<file path="src/cmpc_pkg.sv">
// Shared constants for the comparator output control block
package cmpc_pkg;

  // ==========================================================
  // Sizes
  localparam int unsigned NUM_CMP = 2;
  localparam int unsigned SEL_W = 3;
  localparam int unsigned ROUTE_W = 5;
  localparam int unsigned ADC_SEL_W = 5;
  localparam int unsigned INSTR_CLKS = 4;

  // ==========================================================
  // Register indexes, byte address is four times the index
  localparam logic [13:0] IDX_CH_BASE = 14'h080C;
  localparam logic [13:0] IDX_CH_STRIDE = 14'h0004;
  localparam logic [13:0] OFF_CON0 = 14'h0000;
  localparam logic [13:0] OFF_CON1 = 14'h0001;
  localparam logic [13:0] OFF_NSEL = 14'h0002;
  localparam logic [13:0] OFF_PSEL = 14'h0003;
  localparam logic [13:0] IDX_MIRROR = 14'h081F;
  localparam logic [13:0] IDX_IRQ_FLAG = 14'h0820;
  localparam logic [13:0] IDX_IRQ_EN = 14'h0821;

  // ==========================================================
  // Field positions
  localparam int unsigned EN_BIT = 7;
  localparam int unsigned OUT_BIT = 6;
  localparam int unsigned INV_BIT = 4;
  localparam int unsigned SEP_BIT = 1;
  localparam int unsigned SYNC_BIT = 0;
  localparam int unsigned RISE_BIT = 1;
  localparam int unsigned FALL_BIT = 0;
  localparam int unsigned GLB_BIT = 7;
  localparam logic [7:0] RST_BYTE = 8'h00;
  localparam logic [31:0] RST_WORD = 32'h0000_0000;

  // ==========================================================
  // Noninverting source codes and one-hot route positions
  localparam logic [2:0] PSEL_PIN = 3'h0;
  localparam logic [2:0] PSEL_DAC1 = 3'h4;
  localparam logic [2:0] PSEL_DAC2 = 3'h5;
  localparam logic [2:0] PSEL_VREF = 3'h6;
  localparam logic [2:0] PSEL_GND = 3'h7;
  localparam int unsigned RT_PIN = 0;
  localparam int unsigned RT_DAC1 = 1;
  localparam int unsigned RT_DAC2 = 2;
  localparam int unsigned RT_VREF = 3;
  localparam int unsigned RT_GND = 4;

  // ==========================================================
  // ADC trigger select codes naming a comparator
  localparam logic [4:0] ADC_TRIG_CMP1 = 5'h1B;
  localparam logic [4:0] ADC_TRIG_CMP2 = 5'h1C;

endpackage : cmpc_pkg

</file>
<file path="src/cmpc_chan_if.sv">
// Carrier between the control core and one comparator channel
`timescale 1ns/100ps
interface cmpc_chan_if;
  logic en;
  logic inv;
  logic sync;
  logic timer_fall;
  logic instr_tick;
  logic result;
  logic pin_out;
  logic res_rise;
  logic res_fall;

  modport ctl (
    output en, inv, sync, timer_fall, instr_tick,
    input result, pin_out, res_rise, res_fall
  );
  modport chan (
    input en, inv, sync, timer_fall, instr_tick,
    output result, pin_out, res_rise, res_fall
  );
endinterface : cmpc_chan_if

</file>
<file path="src/cmpc_chan.sv">
// One comparator channel: input filter, polarity, timer latch, edges
`timescale 1ns/100ps
module cmpc_chan
  import cmpc_pkg::*;
(
  // Clock and reset
  input wire logic mclk_i,
  input wire logic nrst_i,
  // Analog core result, high while plus input is above minus
  input wire logic cmp_raw_i,
  // Control side
  cmpc_chan_if.chan cif
);

  logic raw_s1_q, raw_s2_q, raw_s3_q, raw_f_q, raw_f_d;
  logic core_res, inv_res, fwd_res;
  logic tmr_q, tmr_d, res_q, res_d, prev_q;

  // ==========================================================
  // Input filter: change accepted when stages two and three agree
  assign raw_f_d = (raw_s2_q == raw_s3_q) ? raw_s3_q : raw_f_q;

  always_ff @(posedge mclk_i) begin
    if (!nrst_i) begin
      raw_s1_q <= 1'b0;
      raw_s2_q <= 1'b0;
      raw_s3_q <= 1'b0;
      raw_f_q <= 1'b0;
    end else begin
      raw_s1_q <= cmp_raw_i;
      raw_s2_q <= raw_s1_q;
      raw_s3_q <= raw_s2_q;
      raw_f_q <= raw_f_d;
    end
  end

  // ==========================================================
  // Result path
  // disabled core yields low
  assign core_res = cif.en & raw_f_q;
  assign inv_res = core_res ^ cif.inv;
  // latch on prescaled timer falling edge
  assign tmr_d = cif.timer_fall ? inv_res : tmr_q;
  assign fwd_res = cif.sync ? tmr_q : inv_res;
  // internal copy once per instruction cycle
  assign res_d = cif.instr_tick ? fwd_res : res_q;

  always_ff @(posedge mclk_i) begin
    if (!nrst_i) begin
      tmr_q <= 1'b0;
      res_q <= 1'b0;
      prev_q <= 1'b0;
    end else begin
      tmr_q <= tmr_d;
      res_q <= res_d;
      prev_q <= res_q;
    end
  end

  // pin path unlatched unless timer aligned
  assign cif.pin_out = fwd_res;
  assign cif.result = res_q;
  // edges seen on the latched, inverted result
  assign cif.res_rise = res_q & ~prev_q;
  assign cif.res_fall = ~res_q & prev_q;
endmodule : cmpc_chan

</file>
<file path="src/cmpc_top.sv">
// Comparator output control: Wishbone registers, gating, events
//
// Contract
// - Disabled comparator disconnects its input selections and outputs low, or high with invert set.
// - Raw result is high when plus input exceeds minus input.
// - Invert bit set complements the result, clear passes it unchanged.
// - Each result readable in its control register and in a mirror.
// - Internal result latched each instruction cycle; pin path unlatched.
// - Timer-aligned mode latches the result on timer clock falling edges.
// - Timer-aligned latching uses the prescaled timer clock.
// - Timer counts on the rising edge, opposite to result capture.
// - Input separation bit switches hysteresis on, clear switches it off.
// - Enabled rising or falling result edge sets the interrupt flag.
// - Flag stays set until software clears it.
// - Toggling invert raises an edge event even while disabled.
// - Request needs enable, edge enable, interrupt enable, global enable.
// - Separate select fields choose plus and minus input sources.
// - Plus codes: 000 pin, 100/101 DACs, 110 reference, 111 ground.
// - Mirror holds comparator one in bit 0, two in bit 1.
// - Selected comparator rising output starts an ADC conversion.
`timescale 1ns/100ps
module cmpc_top
  import cmpc_pkg::*;
(
  // Clock and reset
  input wire logic mclk_i,
  input wire logic nrst_i,
  // Wishbone slave
  input wire logic wb_cyc_i,
  input wire logic wb_stb_i,
  input wire logic wb_we_i,
  input wire logic [15:0] wb_adr_i,
  input wire logic [3:0] wb_sel_i,
  input wire logic [31:0] wb_dat_i,
  output logic [31:0] wb_dat_o,
  output logic wb_ack_o,
  // Analog comparator cores
  input wire logic [NUM_CMP-1:0] cmp_raw_i,
  output logic [NUM_CMP-1:0] mux_connect_o,
  output logic [NUM_CMP-1:0] hyst_on_o,
  output logic [NUM_CMP*SEL_W-1:0] plus_input_select_o,
  output logic [NUM_CMP*SEL_W-1:0] minus_input_select_o,
  output logic [NUM_CMP*ROUTE_W-1:0] plus_route_o,
  // Pin outputs and timer one
  output logic [NUM_CMP-1:0] cmp_pin_o,
  input wire logic timer_one_clk_i,
  output logic timer_one_count_o,
  // Processor interrupt and ADC trigger
  output logic irq_o,
  input wire logic [ADC_SEL_W-1:0] adc_trigger_select_i,
  output logic adc_start_o
);

  // ==========================================================
  // Bus decode
  logic ack_q;
  logic [31:0] dat_q;
  logic [13:0] idx;
  logic req, wr_en;
  logic [7:0] wbyte;
  logic [7:0] rd_byte;

  assign idx = wb_adr_i[15:2];
  assign req = wb_cyc_i & wb_stb_i;
  // Write lands on the edge where the master sees ack
  assign wr_en = req & wb_we_i & ack_q & wb_sel_i[0];
  assign wbyte = wb_dat_i[7:0];

  // ==========================================================
  // Control registers
  logic [NUM_CMP-1:0] en_q, inv_q, sep_q, sync_q, rise_q, fall_q;
  logic [NUM_CMP-1:0] flag_q, flag_d, flag_clr, flag_set, ie_q;
  logic [NUM_CMP-1:0] result, irq_vec, adc_vec;
  logic [SEL_W-1:0] psel_q [NUM_CMP];
  logic [SEL_W-1:0] nsel_q [NUM_CMP];
  logic [7:0] rd_part [NUM_CMP];
  logic [7:0] rd_ch;
  logic glb_ie_q;
  logic hit_mirror, hit_flag, hit_ie;

  // Timer clock filter and instruction cycle counter
  logic t_s1_q, t_s2_q, t_s3_q, t_f_q, t_f_d;
  logic t_fall_q, t_rise_q;
  logic [1:0] icnt_q;
  logic instr_tick;

  assign t_f_d = (t_s2_q == t_s3_q) ? t_s3_q : t_f_q;
  assign instr_tick = (icnt_q == 2'(INSTR_CLKS - 1));

  always_ff @(posedge mclk_i) begin
    if (!nrst_i) begin
      t_s1_q <= 1'b0;
      t_s2_q <= 1'b0;
      t_s3_q <= 1'b0;
      t_f_q <= 1'b0;
    end else begin
      t_s1_q <= timer_one_clk_i;
      t_s2_q <= t_s1_q;
      t_s3_q <= t_s2_q;
      t_f_q <= t_f_d;
    end
  end

  always_ff @(posedge mclk_i) begin
    if (!nrst_i) begin
      t_fall_q <= 1'b0;
      t_rise_q <= 1'b0;
      icnt_q <= 2'h0;
    end else begin
      // input is the timer clock after its prescaler
      t_fall_q <= t_f_q & ~t_f_d;
      // count strobe on the opposite edge
      t_rise_q <= ~t_f_q & t_f_d;
      icnt_q <= instr_tick ? 2'h0 : icnt_q + 2'h1;
    end
  end

  assign timer_one_count_o = t_rise_q;

  // ==========================================================
  // Per-comparator logic
  genvar gi;
  generate
    for (gi = 0; gi < NUM_CMP; gi++) begin : g_cmp
      localparam logic [13:0] CH_IDX =
        IDX_CH_BASE + 14'(gi) * IDX_CH_STRIDE;
      logic hit_con0, hit_con1, hit_nsel, hit_psel;
      logic [7:0] con0_rd, con1_rd;
      cmpc_chan_if cif ();

      assign hit_con0 = (idx == CH_IDX + OFF_CON0);
      assign hit_con1 = (idx == CH_IDX + OFF_CON1);
      assign hit_nsel = (idx == CH_IDX + OFF_NSEL);
      assign hit_psel = (idx == CH_IDX + OFF_PSEL);

      always_ff @(posedge mclk_i) begin
        if (!nrst_i) begin
          en_q[gi] <= 1'b0;
          inv_q[gi] <= 1'b0;
          sep_q[gi] <= 1'b0;
          sync_q[gi] <= 1'b0;
          rise_q[gi] <= 1'b0;
          fall_q[gi] <= 1'b0;
          psel_q[gi] <= PSEL_PIN;
          nsel_q[gi] <= PSEL_PIN;
        end else if (wr_en) begin
          if (hit_con0) begin
            en_q[gi] <= wbyte[EN_BIT];
            inv_q[gi] <= wbyte[INV_BIT];
            sep_q[gi] <= wbyte[SEP_BIT];
            sync_q[gi] <= wbyte[SYNC_BIT];
          end
          if (hit_con1) begin
            rise_q[gi] <= wbyte[RISE_BIT];
            fall_q[gi] <= wbyte[FALL_BIT];
          end
          if (hit_nsel)
            nsel_q[gi] <= wbyte[SEL_W-1:0];
          if (hit_psel)
            psel_q[gi] <= wbyte[SEL_W-1:0];
        end
      end

      assign cif.en = en_q[gi];
      assign cif.inv = inv_q[gi];
      assign cif.sync = sync_q[gi];
      assign cif.timer_fall = t_fall_q;
      assign cif.instr_tick = instr_tick;

      cmpc_chan u_chan (
        .mclk_i (mclk_i),
        .nrst_i (nrst_i),
        .cmp_raw_i (cmp_raw_i[gi]),
        .cif (cif)
      );

      assign result[gi] = cif.result;
      assign cmp_pin_o[gi] = cif.pin_out;

      assign mux_connect_o[gi] = en_q[gi];
      assign hyst_on_o[gi] = sep_q[gi];
      assign plus_input_select_o[gi*SEL_W +: SEL_W] = psel_q[gi];
      assign minus_input_select_o[gi*SEL_W +: SEL_W] = nsel_q[gi];
      // plus source decode, unconnected codes route nothing
      assign plus_route_o[gi*ROUTE_W + RT_PIN] =
        en_q[gi] & (psel_q[gi] == PSEL_PIN);
      assign plus_route_o[gi*ROUTE_W + RT_DAC1] =
        en_q[gi] & (psel_q[gi] == PSEL_DAC1);
      assign plus_route_o[gi*ROUTE_W + RT_DAC2] =
        en_q[gi] & (psel_q[gi] == PSEL_DAC2);
      assign plus_route_o[gi*ROUTE_W + RT_VREF] =
        en_q[gi] & (psel_q[gi] == PSEL_VREF);
      assign plus_route_o[gi*ROUTE_W + RT_GND] =
        en_q[gi] & (psel_q[gi] == PSEL_GND);

      // enabled edges of the inverted result
      assign flag_set[gi] = (cif.res_rise & rise_q[gi])
        | (cif.res_fall & fall_q[gi]);
      assign flag_clr[gi] = wr_en & hit_flag & wbyte[gi];
      // comparator enable, interrupt enable and at least one edge enable must be set
      assign irq_vec[gi] = flag_q[gi] & ie_q[gi] & en_q[gi]
        & (rise_q[gi] | fall_q[gi]);
      // ADC start on the named comparator rising
      assign adc_vec[gi] = cif.res_rise & (adc_trigger_select_i ==
        (gi == 0 ? ADC_TRIG_CMP1 : ADC_TRIG_CMP2));

      // result readable in its own control register
      assign con0_rd = {en_q[gi], result[gi], 1'b0, inv_q[gi],
        2'b00, sep_q[gi], sync_q[gi]};
      assign con1_rd = {6'h00, rise_q[gi], fall_q[gi]};
      assign rd_part[gi] = hit_con0 ? con0_rd
        : hit_con1 ? con1_rd
        : hit_nsel ? {5'h00, nsel_q[gi]}
        : hit_psel ? {5'h00, psel_q[gi]}
        : RST_BYTE;
    end
  endgenerate

  // ==========================================================
  // Interrupt flags and enables
  assign hit_mirror = (idx == IDX_MIRROR);
  assign hit_flag = (idx == IDX_IRQ_FLAG);
  assign hit_ie = (idx == IDX_IRQ_EN);
  // sticky flag, a new edge beats a same-cycle clear
  assign flag_d = (flag_q & ~flag_clr) | flag_set;

  always_ff @(posedge mclk_i) begin
    if (!nrst_i) begin
      flag_q <= '0;
      ie_q <= '0;
      glb_ie_q <= 1'b0;
    end else begin
      flag_q <= flag_d;
      if (wr_en && hit_ie) begin
        ie_q <= wbyte[NUM_CMP-1:0];
        glb_ie_q <= wbyte[GLB_BIT];
      end
    end
  end

  // global enable gates the processor request
  assign irq_o = glb_ie_q & (|irq_vec);
  assign adc_start_o = |adc_vec;

  // ==========================================================
  // Read path and acknowledge
  always_comb begin
    rd_ch = RST_BYTE;
    for (int i = 0; i < NUM_CMP; i++)
      rd_ch = rd_ch | rd_part[i];
  end

  // mirror holds comparator n in bit n-1
  assign rd_byte = hit_mirror ? {6'h00, result}
    : hit_flag ? {6'h00, flag_q}
    : hit_ie ? {glb_ie_q, 5'h00, ie_q}
    : rd_ch;

  // Single wait state; unmapped reads answer zero
  always_ff @(posedge mclk_i) begin
    if (!nrst_i) begin
      ack_q <= 1'b0;
      dat_q <= RST_WORD;
    end else begin
      ack_q <= req & ~ack_q;
      dat_q <= {24'h00_0000, rd_byte};
    end
  end

  assign wb_ack_o = ack_q;
  assign wb_dat_o = dat_q;
endmodule : cmpc_top

</file>
<file path="config.mk">
export PLATFORM = sky130hd
export DESIGN_NAME = cmpc_top
export DESIGN_NICKNAME = d
export VERILOG_FILES = /design/src/cmpc_pkg.sv /design/src/cmpc_chan_if.sv /design/src/cmpc_chan.sv /design/src/cmpc_top.sv
export SDC_FILE = /design/constraint.sdc
export NUM_CORES = 1
export LEC_CHECK = 0
export ABC_CLOCK_PERIOD_IN_PS = 1900
export BUFFER_PORTS_ARGS = -buffer_cell sky130_fd_sc_hd__buf_2
export CAP_MARGIN = 20
export CELL_PAD_IN_SITES_DETAIL_PLACEMENT = 0
export CELL_PAD_IN_SITES_GLOBAL_PLACEMENT = 2
export CORE_ASPECT_RATIO = 1.5
export CORE_UTILIZATION = 24
export DETAILED_ROUTE_END_ITERATION = 10
export PLACE_DENSITY = 0.8
export SYNTH_ARGS = -nofsm -noshare
export SYNTH_HDL_FRONTEND = slang
export SYNTH_HIERARCHICAL = 1
export SYNTH_SLANG_ARGS = --single-unit
</file>
<file path="constraint.sdc">
create_clock -name mclk_i -period 1.9 [get_ports mclk_i]
set_input_delay 0.285 -clock mclk_i [delete_from_list [all_inputs] [get_ports mclk_i]]
set_output_delay 0.285 -clock mclk_i [all_outputs]
set_load 0.02 [all_outputs]
</file>
# Word level (Yosys, flattened, before mapping)
# Memories as Yosys holds them, arrays and structs flattened.
# Index checks and enable logic that the tools add are counted.
totals:
  register_bits: 72
  mem_bits_rw: 12
  word_cells: 177
  mem_count: 2
classes:
  n_addsub: 1
  eq_ne: 25
  mux: 35
  bitwise: 61
  reduce_logical: 12
mem_list:
  columns: ["name", "depth", "word_bits", "read_ports", "rd_ports_with_merged_regs", "write_ports", "line", "rtl"]
  rows:
  - ["nsel_q", 2, 3, 2, 0, 2, "cmpc_top.sv:75", "logic [SEL_W-1:0] nsel_q [NUM_CMP];"]
  - ["psel_q", 2, 3, 2, 0, 2, "cmpc_top.sv:74", "logic [SEL_W-1:0] psel_q [NUM_CMP];"]
ops:
  columns: ["cell", "count"]
  rows:
  - ["14-bit by 12-bit equality test with 1-bit output (second input constant)", 11]
  - ["8-bit 2-to-1 mux", 5]
  - ["1-bit bitwise AND", 39]
  - ["3-bit 2-to-1 mux", 10]
  - ["3-bit equality test (second input constant)", 8]
  - ["1-bit 2-to-1 mux", 20]
  - ["5-bit equality test (second input constant)", 2]
  - ["1-bit inverter", 8]
  - ["1-bit OR", 8]
  - ["8-bit OR", 1]
  - ["2-bit AND reduction", 4]
  - ["3-bit zero test", 2]
  - ["2-bit OR reduction", 3]
  - ["4-bit OR reduction", 1]
  - ["1-bit equality test", 3]
  - ["3-bit OR reduction", 1]
  - ["2-bit by 1-bit adder with 2-bit output (second input constant)", 1]
  - ["2-bit bitwise AND", 1]
  - ["2-bit equality test (second input constant)", 1]
  - ["2-bit inverter", 1]
  - ["2-bit OR", 1]
  - ["1-bit XOR", 2]
  - ["1-bit logical AND", 1]

# Logic depth before layout (Yosys ltp)
depth:
  word_depth: 9
  depth_mapped: 6
  ltp_nobuf: 5

# Hierarchy
# The synthesis kept the hierarchy.
modules_own_cells:
  columns: ["mod", "n_inst", "cells_each", "area_per_inst_um2"]
  rows:
  - ["cmpc_top", 1, 257, 2398.6]
  - ["cmpc_chan", 2, 26, 264.0]

# Worst setup path after synthesis
# Ideal clock, no wire load.
synth_timing:
  path_type: "input-to-reg"
  from: "input wb_adr_i[11]"
  to: "memory psel_q[0][0], enable pin"
  setup_time_ps: 303
  arrival_time_ps: 1638
  required_time_ps: 1597
  path_slack_ps: -41
  cell_stages: 6
  path_buffers: 1
  path_cell_list: "nor4b_1 > nand2_2 > clkbuf_1 > nor3_1 > nand3_1 > nand2_1"
synth_rtl:
  columns: ["element", "line", "rtl"]
  rows:
  - ["start, declared", "cmpc_top.sv:32", "input wire logic [15:0] wb_adr_i,"]
  - ["end, declared", "cmpc_top.sv:74", null]

# Final worst setup path
layout_timing:
  from: "register g_cmp[0].u_chan.res_q"
  to: "output adc_start_o"
layout_between:
  elab_chain_cells: 3
layout_rtl:
  columns: ["element", "line", "rtl"]
  rows:
  - ["start, declared", "cmpc_chan.sv:17", "logic tmr_q, tmr_d, res_q, res_d, prev_q;"]
  - ["start signal, assigned", "cmpc_chan.sv:55", "res_q <= res_d;"]
  - ["1-bit bitwise AND", "cmpc_chan.sv:64", "assign cif.res_rise = res_q & ~prev_q;"]
  - ["named net g_cmp[0].cif.res_rise", "cmpc_chan_if.sv:11", "logic res_rise;"]
  - ["1-bit bitwise AND", "cmpc_top.sv:204", "assign adc_vec[gi] = cif.res_rise & (adc_trigger_select_i =="]
  - ["2-bit OR reduction", "cmpc_top.sv:243", "assign adc_start_o = |adc_vec;"]
  - ["end, declared", "cmpc_top.sv:51", "output logic adc_start_o"]
# The timed path passes the listed nets, and every way through them passes these cells.

==> impl_metrics.ini <==
[timing]
finalCritPeriodShare_pct = 93.8
clock_skew_ps = 5.09
setup-violations-final = 0
setup_ws_ps = 119
fin_crit_ps = 1780
finalHoldViolCount = 0
drv_slew = 0
max_clock_freq_ghz = 0.561
rsz0062_at_grt = false

[layout]
antennaDiodeCount = 0
final_core_util_pct = 32.1
nets = 472
layout_commonest_cell = buf_2
fillers = 1225
stdcell_area_um2 = 3840
multiInputGateArea_um2 = 1470
seq_area_um2 = 1280
stdcell_count = 564
areaGrowthSynthToFinish_pct = 31.3
drive_above_1_share_pct = 32.1
final_cell_mix = buf_2 (70), dfxtp_1 (46), nand2_1 (29), nor2_1 (28), buf_4 (28)

[placement]
place_inst = 548
gp_congestion = 0.763
dp_slack_ps = -165
post-dp-hpwl_mm = 5.81
io_buffer_count = 70
place_area_um2 = 3540

[synthesis]
seq_area_frac_synth_pct = 43.8
yosys_most_used_dff = dfxtp_1
yosysTopAreaCell = dfxtp_1
ys_ff_latch = 58
synthArstFlopShare_pct = 0
syn_inst = 309
synth_top_area_share_pct = 31.5
ys_types = 48
synthesis.area_um2 = 2930
synth.area.top_cells = dfxtp_1 (31%), edfxtp_1 (12%), buf_4 (8.2%), mux2i_1 (5.1%), nand2_1 (3.7%)
synth_edf_count = 12
yosys_warnings = 6
avgSynthCellArea_um2 = 9.47

[global_routing]
grt_pass1_vias = 2355
grt.overflow.total = 0
grt_max_degree = 21
grt_usage_pct = 12.1
antenna_found_initial = 0
grt_pass1_wl_mm = 11.4

[clocking]
clk_pin_slew_ps = 50
cts_buffers = 9
ctsHtreeMaxLevel = 3
cts.sinks = 58
hold_buffers = 0
cts-root-buf = clkbuf_16
clkLatencyLatePin_ps = 330
cts_tree = done
cts_buffer_depth = 2

[worst_setup_path]
max_stage_delay_ps = 450
slowest_stage = dfxtp_1
crit_fanout = 6
crit_type = flop to output port
worstPathArrival_ps = 1500
r2r_slack_ps = 220
end_kind = output port
critPathLaunchType = flop
critPathRequiredTime_ps = 1620
worstPathCellList = nor2b_1 -> nand4b_1 -> a21oi_1 -> buf_2

[pwr]
p_leak_uw = 0.00160
ir_worst_vdd_v = 0.000452
power_uw = 3090
p_per_area_nw_per_um2 = 805

[outcome]
status = completed

[route]
met1_length_mm = 2.77
wl_met2_mm = 4.07
avgRoutedWirePerCell_um = 13.0
vias_per_cell = 4.32
met3_length_um = 291
vias = 2434
drt_wl_total_mm = 7.33
drc = 0
first_pass_iters = 4
routed.top_layer = met4
final_antenna_net_count = 0
drt_iter0_drc = 97

[die]
num_io_pins = 129
core-area_um2 = 12000
dieArea_um2 = 12600
dieWidth_um = 92.2
rows = 49
die_h_um = 137
initial_utilization_pct = 24.5

[hold_path]
hold_class = input pin to flop

[flow_run]
max_cap_violations = 0
worst paths after layout:
| kind | endpoint | cells after the start | from |
|---|---|---|---|
| min | g_cmp[0].u_chan/raw_s1_q | 2 | cmp_raw_i[0] |
| min reg2reg | g_cmp[0].cif.timer_fall | 1 | t_s3_q |
| max | adc_start_o | 4 | g_cmp[0].u_chan/cif.result |
| max reg2reg | flag_q[0] | 5 | wb_ack_o |
report_power, final:
part           internal (uW)  switching [uW]  total, uW  leakage, uW
Combinational           81.7             148        229     0.000947
Clock                   1020             545       1570     0.000154
Sequential              1280            13.7       1290     0.000498
layout make-up:
cell class	count	area share (%)
clock buffer	12	7.23
sequential	58	33.4
inverter	4	0.391
multi-input combinational	234	38.4
tap	153	4.98
clock inverter	4	0.554
timing repair buffer	99	15.1
cells by family after synthesis:
family / count (synthesis) / share of synthesized area [%]
and+or+nand+nor: 138 / 27.3
DFF: 58 / 43.8
AOI/OAI and AO/OA: 48 / 10.8
buffers and inverters: 42 / 9.49
muxes: 19 / 7.44
xor gates and xnor gates: 2 / 0.599
adders and majority gates: 1 / 0.427
other: 1 / 0.128
layer usage:
layer  track usage, %  up-vias
li1                 -     1234
met1             11.6     1121
met2             23.2       66
met3             3.53       13
met4             6.42        0
met5                0        -
worst max-delay path: cells and delay by family (launching register included):
family | cells | cell delay [ps]
flip-flops | 1 | 450
AND/OR/NAND/NOR | 2 | 410
buffers and inverters | 1 | 170
AO/OA/AOI/OAI | 1 | 140
repair_timing:
| action | in CTS | in global routing |
|---|---|---|
| resized for setup | 0 | 1 |
| setup endpoints to repair | 0 | 3 |
| endpoints found under the hold margin | 0 | 0 |
| setup buffers | 0 | 0 |
synth_stat cells (5+ instances only):
cell type  instances
nand2_1           29
nand3_1           11
nor3_1            10
dfxtp_1           46
edfxtp_1          12
mux2i_1           15
clkbuf_1           5
buf_4             32
and2_1            11
nor2_1            28
nor2b_1           16
nand2b_1           6
o21ai_0           10
a21oi_1           11
per-stage QoR:
stage | setup TNS, ps | hold slack, ps
finish | 0 | 156
global route | 0 | 153
CTS | 0 | 141
detailed placement | -2890 | 413
global placement | -2400 | 412
floorplan | 0 | 391
Power figures use the tool's default switching activity.
